==> src/pool_stride_pkg.sv <==
package pool_stride_pkg;

	// Per-layer register ranges: 32 layers, one word each.
	localparam int NumLayers = 32;
	localparam int LayerBits = 5;
	localparam logic [11:0] PoolRowBase = 12'h190;
	localparam logic [11:0] PoolColBase = 12'h210;
	localparam logic [11:0] StrideBase = 12'h290;
	localparam logic [11:0] RangeSpan = 12'h080;

	// Field layout.
	localparam int CountWidth = 4;
	localparam int StrideWidth = 2;
	localparam int PosWidth = 10;
	localparam logic [3:0] CountReset = 4'h0;
	localparam logic [1:0] StrideReset = 2'h0;
	localparam logic [PosWidth-1:0] PosZero = 10'h000;
	localparam logic [PosWidth-1:0] PosOne = 10'h001;

	typedef struct packed {
		logic [CountWidth-1:0] rowMax;
		logic [CountWidth-1:0] colMax;
		logic [StrideWidth-1:0] stride;
	} layer_cfg_t;

	typedef struct packed {
		logic [PosWidth-1:0] row;
		logic [PosWidth-1:0] col;
	} position_t;

	typedef enum logic [1:0] {
		Idle,
		Run,
		Done
	} scan_state_t;

endpackage

==> src/pool_stride_counters.sv <==
// Behaviour
// Pool row max is 4-bit field 3:0
// Pool rows start at zero
// Rows finish after programmed maximum row
// Rows finish early past image rows
// Pool row count adds to row position
// Pool column max is 4-bit field 3:0
// Pool columns start at zero
// Columns finish after programmed maximum column
// Columns finish early past image columns
// Pool column count adds to column position
// Stride is 2-bit field, rest zero
// Step by one until inside unpadded image
// Then apply the programmed stride
// Keep stride while field inside image
// Counters and position clear at layer start
`timescale 1ns/10ps
module pool_stride_counters
	import pool_stride_pkg::*;
(
	// Clock and reset.
	input wire logic clk,
	input wire logic rst_n,
	// Register port, word addressed by byte offset.
	input wire logic regWrite,
	input wire logic regRead,
	input wire logic [11:0] regAddr,
	input wire logic [31:0] regWdata,
	output logic [31:0] regRdata,
	output logic regHit,
	// Layer control.
	input wire logic layerStart,
	input wire logic [LayerBits-1:0] layerSel,
	input wire logic stepEn,
	input wire logic globalPoolEn,
	input wire logic layerPoolEn,
	// Image geometry and padding.
	input wire logic [PosWidth-1:0] imageRows,
	input wire logic [PosWidth-1:0] imageCols,
	input wire logic [PosWidth-1:0] padRows,
	input wire logic [PosWidth-1:0] padCols,
	// Position outputs.
	output logic [CountWidth-1:0] poolRow,
	output logic [CountWidth-1:0] poolCol,
	output position_t pooledPos,
	output position_t fieldPos,
	output logic poolRowDone,
	output logic layerDone,
	output logic busy
);

	// Per-layer configuration, one word per layer and register.
	layer_cfg_t cfg_reg [NumLayers];

	// Scan control.
	scan_state_t state_reg;
	scan_state_t state_next;
	logic [LayerBits-1:0] layer_reg;
	logic busy_reg;
	logic done_reg;
	logic rowDone_reg;

	// Pool window counters, field origin and pooled position.
	logic [CountWidth-1:0] prow_reg;
	logic [CountWidth-1:0] pcol_reg;
	position_t field_reg;
	position_t pooled_reg;

	// Register read port.
	logic [31:0] rdata_reg;
	logic hit_reg;

	// Address decode for the three per-layer ranges.
	wire logic [11:0] rowOff = regAddr - PoolRowBase;
	wire logic [11:0] colOff = regAddr - PoolColBase;
	wire logic [11:0] strOff = regAddr - StrideBase;
	wire logic inRow = regAddr >= PoolRowBase && rowOff < RangeSpan;
	wire logic inCol = regAddr >= PoolColBase && colOff < RangeSpan;
	wire logic inStr = regAddr >= StrideBase && strOff < RangeSpan;
	wire logic [LayerBits-1:0] rowIdx = rowOff[LayerBits+1:2];
	wire logic [LayerBits-1:0] colIdx = colOff[LayerBits+1:2];
	wire logic [LayerBits-1:0] strIdx = strOff[LayerBits+1:2];
	wire logic aligned = regAddr[1:0] == 2'h0;
	wire logic [31:0] rowRd = {28'h0000000, cfg_reg[rowIdx].rowMax};
	wire logic [31:0] colRd = {28'h0000000, cfg_reg[colIdx].colMax};
	wire logic [31:0] strRd = {30'h00000000, cfg_reg[strIdx].stride};
	wire logic [31:0] rdSel = !aligned ? 32'h00000000 :
		inRow ? rowRd : inCol ? colRd : inStr ? strRd : 32'h00000000;
	wire logic anyHit = aligned && (inRow || inCol || inStr);
	wire logic rowWr = regWrite && anyHit && inRow;
	wire logic colWr = regWrite && anyHit && inCol;
	wire logic strWr = regWrite && anyHit && inStr;
	wire logic [31:0] rdata_next = regRead ? rdSel : 32'h00000000;
	wire logic hit_next = regRead && anyHit;

	// One write decoder and one register set per layer.
	for (genvar g = 0; g < NumLayers; g++) begin : gLayer
		wire logic [LayerBits-1:0] idx = LayerBits'(g);
		wire logic rowWe = rowWr && rowIdx == idx;
		wire logic colWe = colWr && colIdx == idx;
		wire logic strWe = strWr && strIdx == idx;
		always_ff @(posedge clk) begin
			if (!rst_n) begin
				cfg_reg[g] <= '{CountReset, CountReset, StrideReset};
			end else begin
				if (rowWe) begin
					cfg_reg[g].rowMax <= regWdata[CountWidth-1:0];
				end
				if (colWe) begin
					cfg_reg[g].colMax <= regWdata[CountWidth-1:0];
				end
				if (strWe) begin
					cfg_reg[g].stride <= regWdata[StrideWidth-1:0];
				end
			end
		end
	end

	// Active layer configuration; pooling off collapses the window to one.
	wire layer_cfg_t cur = cfg_reg[layer_reg];
	wire logic poolOn = globalPoolEn || layerPoolEn;
	wire logic [CountWidth-1:0] rowMax = poolOn ? cur.rowMax : CountReset;
	wire logic [CountWidth-1:0] colMax = poolOn ? cur.colMax : CountReset;

	// Pooled position is the field origin plus the pool offsets.
	wire logic [PosWidth-1:0] effRow = field_reg.row + PosWidth'(prow_reg);
	wire logic [PosWidth-1:0] effCol = field_reg.col + PosWidth'(pcol_reg);
	wire logic colEnd = pcol_reg == colMax || effCol + PosOne >= imageCols;
	wire logic rowEnd = prow_reg == rowMax || effRow + PosOne >= imageRows;

	// Stride stepping: unit steps inside the padding, programmed stride after.
	wire logic [PosWidth-1:0] strideVal = PosWidth'(cur.stride) + PosOne;
	wire logic colInside = field_reg.col >= padCols;
	wire logic rowInside = field_reg.row >= padRows;
	wire logic [PosWidth-1:0] colStep = colInside ? strideVal : PosOne;
	wire logic [PosWidth-1:0] rowStep = rowInside ? strideVal : PosOne;
	wire logic [PosWidth-1:0] nextCol = field_reg.col + colStep;
	wire logic [PosWidth-1:0] nextRow = field_reg.row + rowStep;
	// Stride applies only while the next field origin stays in the image.
	wire logic colWrap = nextCol >= imageCols;
	wire logic rowWrap = nextRow >= imageRows;
	wire logic windowEnd = colEnd && rowEnd;

	// A layer start outranks a step taken in the same cycle.
	wire logic stepNow = state_reg == Run && stepEn && !layerStart;
	// The last step is the one that finds no further field origin.
	wire logic lastStep = stepNow && windowEnd && colWrap && rowWrap;

	// Column inner, then pool row, then the field walk.
	wire logic [CountWidth-1:0] pcolInc = pcol_reg + 4'h1;
	wire logic [CountWidth-1:0] prowInc = prow_reg + 4'h1;
	wire logic [CountWidth-1:0] pcolStep =
		colEnd ? CountReset : pcolInc;
	wire logic [CountWidth-1:0] prowStep =
		!colEnd ? prow_reg : rowEnd ? CountReset : prowInc;
	wire position_t fieldStep =
		!windowEnd ? field_reg :
		!colWrap ? {field_reg.row, nextCol} :
		!rowWrap ? {nextRow, PosZero} : field_reg;

	// Next values; a layer start clears the window and the field.
	wire logic [CountWidth-1:0] pcol_next =
		layerStart ? CountReset : stepNow ? pcolStep : pcol_reg;
	wire logic [CountWidth-1:0] prow_next =
		layerStart ? CountReset : stepNow ? prowStep : prow_reg;
	wire position_t field_next = layerStart ? {PosZero, PosZero} :
		stepNow ? fieldStep : field_reg;
	wire logic [LayerBits-1:0] layer_next =
		layerStart ? layerSel : layer_reg;
	wire logic busy_next = state_next == Run;
	wire logic done_next = lastStep;
	wire logic rowDone_next = stepNow && colEnd;
	wire position_t pooled_next = {effRow, effCol};

	always_comb begin
		state_next = state_reg;
		unique case (state_reg)
			Idle: begin
				if (layerStart) begin
					state_next = Run;
				end
			end
			Run: begin
				if (lastStep) begin
					state_next = Done;
				end
			end
			Done: begin
				if (layerStart) begin
					state_next = Run;
				end
			end
			default: begin
				state_next = Idle;
			end
		endcase
	end

	// Register read port answers the cycle after the strobe.
	always_ff @(posedge clk) begin
		if (!rst_n) begin
			rdata_reg <= 32'h00000000;
		end else begin
			rdata_reg <= rdata_next;
		end
	end

	always_ff @(posedge clk) begin
		if (!rst_n) begin
			hit_reg <= 1'b0;
		end else begin
			hit_reg <= hit_next;
		end
	end

	// Busy is registered so the pin never shows decode glitches.
	always_ff @(posedge clk) begin
		if (!rst_n) begin
			state_reg <= Idle;
		end else begin
			state_reg <= state_next;
		end
	end

	always_ff @(posedge clk) begin
		if (!rst_n) begin
			layer_reg <= '0;
		end else begin
			layer_reg <= layer_next;
		end
	end

	always_ff @(posedge clk) begin
		if (!rst_n) begin
			busy_reg <= 1'b0;
		end else begin
			busy_reg <= busy_next;
		end
	end

	// Layer done is a single-cycle pulse; row done is set after each step that ends a pool row.
	always_ff @(posedge clk) begin
		if (!rst_n) begin
			done_reg <= 1'b0;
		end else begin
			done_reg <= done_next;
		end
	end

	always_ff @(posedge clk) begin
		if (!rst_n) begin
			rowDone_reg <= 1'b0;
		end else begin
			rowDone_reg <= rowDone_next;
		end
	end

	// Pool window counters and receptive field origin.
	always_ff @(posedge clk) begin
		if (!rst_n) begin
			prow_reg <= CountReset;
		end else begin
			prow_reg <= prow_next;
		end
	end

	always_ff @(posedge clk) begin
		if (!rst_n) begin
			pcol_reg <= CountReset;
		end else begin
			pcol_reg <= pcol_next;
		end
	end

	always_ff @(posedge clk) begin
		if (!rst_n) begin
			field_reg <= '{PosZero, PosZero};
		end else begin
			field_reg <= field_next;
		end
	end

	// The pooled position lags the counters by one cycle.
	always_ff @(posedge clk) begin
		if (!rst_n) begin
			pooled_reg <= '{PosZero, PosZero};
		end else begin
			pooled_reg <= pooled_next;
		end
	end

	// Outputs straight from the registers.
	assign regRdata = rdata_reg;
	assign regHit = hit_reg;
	assign poolRow = prow_reg;
	assign poolCol = pcol_reg;
	assign pooledPos = pooled_reg;
	assign fieldPos = field_reg;
	assign poolRowDone = rowDone_reg;
	assign layerDone = done_reg;
	assign busy = busy_reg;

endmodule

==> config.mk <==
export PLATFORM = sky130hd
export DESIGN_NAME = pool_stride_counters
export DESIGN_NICKNAME = d
export VERILOG_FILES = /design/src/pool_stride_pkg.sv /design/src/pool_stride_counters.sv
export SDC_FILE = /design/constraint.sdc
export NUM_CORES = 1
export LEC_CHECK = 0
export BUFFER_PORTS_ARGS = -buffer_cell sky130_fd_sc_hd__buf_4
export CORE_AREA = 2 2 242 244
export CTS_CLUSTER_SIZE = 30
export DETAILED_ROUTE_END_ITERATION = 6
export DIE_AREA = 0 0 244 246
export GPL_ROUTABILITY_DRIVEN = 0
export GPL_TIMING_DRIVEN = 0
export PLACE_DENSITY_LB_ADDON = 0.15
export SYNTH_ARGS = -nofsm -noshare
export SYNTH_HDL_FRONTEND = slang
export SYNTH_SLANG_ARGS = --single-unit
==> constraint.sdc <==
create_clock -name clk -period 19 [get_ports clk]
set_input_delay 2.85 -clock clk [delete_from_list [all_inputs] [get_ports clk]]
set_output_delay 2.85 -clock clk [all_outputs]
set_load 0.01 [all_outputs]
==> impl_metrics.py <==
metrics = {
    "sta": {
        "setup-tns-final_ps": 0,
        "min_period_over_period": 0.423,
        "finalSetupViolCount": 0,
        "whs_ps": 500,
        "slew_viol_final": 0,
        "hold_viol": 0,
        "worst_pin_slew_ps": 1390,
        "slew_headroom": 0.0762,
        "rsz0062_at_grt": "no",
        "period_needed_ps": 8030,
        "clock.fmax_mhz": 124,
        "finClkSkew_ps": 20.8,
    },
    "cells_and_area": {
        "largest_reg_flops": 320,
        "syn2layout_area_growth_pct": 14.9,
        "drive_above_1_share": 0.198,
        "final_cell_mix": "nor2_1 (391), edfxtp_1 (320), buf_4 (151)",
        "final_common_cell": "nor2_1",
        "nNetsFinal": 2261,
    },
    "power_and_ir_drop": {
        "p_comb_frac": 0.131,
        "switchingPower_uw": 533,
        "internal-power_uw": 1540,
        "p_sw_frac": 0.257,
        "seqPwrFrac": 0.470,
        "peakVddDrop_mv": 0.0605,
        "clkPwrFrac": 0.399,
        "power.leakage_uw": 0.00931,
        "p_per_area_nw_per_um2": 79.7,
    },
    "placed_design": {
        "hpwl_um": 59100,
        "placement.io_buffers": 120,
    },
    "critical_path": {
        "critPathSlowestCell": "nor2b_1",
        "worstSetupPathType": "in -> reg",
        "slowest_delay_ps": 530,
        "crit_top_cell": "a21o_1",
        "startpoint_type": "primary input",
        "critPathArrivalTime_ps": 8470,
        "crit_fanout": 10,
        "startpoint": "padCols[0]",
        "crit_path_end_kind": "flip-flop",
        "critPathRequiredTime_ps": 19440,
    },
    "floorplanning": {
        "die_y_um": 246,
        "initial_core_util": 0.395,
        "coreArea_sq_um": 57400,
        "num_rows": 88,
        "die_x_um": 244,
        "die-area_sq_um": 60000,
        "io_pins": 181,
    },
    "clocking": {
        "cts_root_buf": "clkbuf_16",
        "clk_latency_ps": 590,
        "cts_tree": "built",
        "numCtsBuffers": 44,
        "clk_pin_slew_ps": 60,
        "cts_resized": 0,
        "htreeDepth": 2,
        "cts_hold_buf": 0,
        "clockBufferDepth": 3,
        "postCtsSetupBuffers": 0,
        "cts_sinks": 388,
    },
    "detailed_routing": {
        "route.detailed.drc": 0,
        "wl_per_cell_um": 26.3,
        "first_pass_iters": 6,
        "routed_wl_um": 75600,
        "viasPerCell": 5.76,
        "drt_iter0_drc": 1876,
        "ant_nets": 0,
        "vias": 16563,
    },
    "synthesis": {
        "ys_async_sr_fraction": 0,
        "netlist_instances": 1881,
        "synth_enable_flop_cells": 320,
        "yosysSeqAreaShare": 0.484,
        "syn_area_per_cell_sq_um": 12.0,
        "synth-seq-cells": 388,
        "synth.area.top_cells": "edfxtp_1 (42%), mux4_2 (14%), nor2_1 (6.5%)",
        "netlist-cell-type-count": 80,
        "synth_largest_area_cell": "edfxtp_1",
        "synth_top_area_frac": 0.424,
        "synth-main-ff-cell": "edfxtp_1",
        "yosysWarnings": 0,
        "syn_area_sq_um": 22700,
    },
    "outcome": {
        "status": "finished, final reports clean",
    },
    "grt": {
        "gr-usage-all-layers": 0.251,
        "grt_max_degree": 13,
        "overflow": 0,
        "antenna_found_initial": 0,
        "grt_pass1_wl_um": 108000,
        "grt_pass1_vias": 16426,
    },
    "hold_path": {
        "min_from": "state_reg[1]",
        "hold_class": "reg -> reg",
    },
    "job": {
        "drv_cap": 0,
    },
}
-- synthesized netlist by cell type, types with 36 or more instances --
cell type	instances
inv_1	56
xnor2_1	38
edfxtp_1	320
nand3_1	38
dfxtp_1	68
mux2i_1	71
nor2_1	391
o21ai_0	115
a21o_1	36
clkbuf_1	113
ha_1	84
mux4_2	140
nand2_1	49
-- metal layers --
metal | track usage | vias to the layer above | share of wire
li1 | - | 7341 | -
met1 | 0.324 | 8207 | 0.40
met2 | 0.407 | 838 | 0.46
met3 | 0.0463 | 177 | 0.087
met4 | 0.121 | 0 | 0.049
met5 | 0 | - | 0
-- worst max-delay path: cells and delay by family --
| kind | cells | cell delay [ps] |
|---|---|---|
| and+or+nand+nor | 7 | 1660 |
| buffers and inverters | 3 | 390 |
| adders and majority gates | 4 | 1100 |
| AOI/OAI and AO/OA | 14 | 2460 |
-- metrics by stage --
stage | setup WS [ps] | utilization | cells | power [uW] | area [sq um]
final | 10970 | 0.454 | 2875 | 2070 | 26000
after global routing | 10430 | 0.454 | 2874 | 2120 | 26000
after detailed placement | 10370 | 0.430 | 2794 | 1260 | 24600
after floorplan | 11520 | - | 1908 | 1150 | 22800
after global placement | 10380 | 0.429 | 2793 | 1250 | 24600
after CTS | 10930 | 0.453 | 2873 | 2080 | 26000
-- power by group through the flow --
stage | clock network [uW] | logic, uW | registers, uW
2_1_floorplan | 0 | 167 | 984
3_3_place_gp | 0 | 263 | 990
3_5_place_dp | 0 | 267 | 992
4_1_cts | 832 | 268 | 975
5_1_grt | 861 | 282 | 979
6_report | 826 | 272 | 975
-- worst paths after layout --
check | to | slack (ps) | cells past startpoint
worst max-delay path | fieldPos[18] | 10970 | 28
worst min-delay path | state_reg[1] | 500 | 1
worst max register to register | fieldPos[18] | 11180 | 25
worst min register to register | state_reg[1] | 500 | 1
-- final cells by class --
class | instances | area, sq um
multi-input cells | 1278 | 10500
well taps | 765 | 957
clock inverters | 16 | 111
inverters | 57 | 214
fillers | 5281 | 31300
repair buffers | 122 | 943
diodes | 1 | 2.50
plain buffers | 185 | 1050
clock buffers | 63 | 1250
flip-flops and latches | 388 | 11000
-- cell families after synthesis --
kind of cell | synth area share
xor+xnor | 0.0220
simple gates | 0.117
other cells | 0.000165
fa+ha+maj | 0.0499
flops | 0.484
buf+inv | 0.0557
compound gates | 0.0764
mux | 0.194
Power figures use the tool's default switching activity.
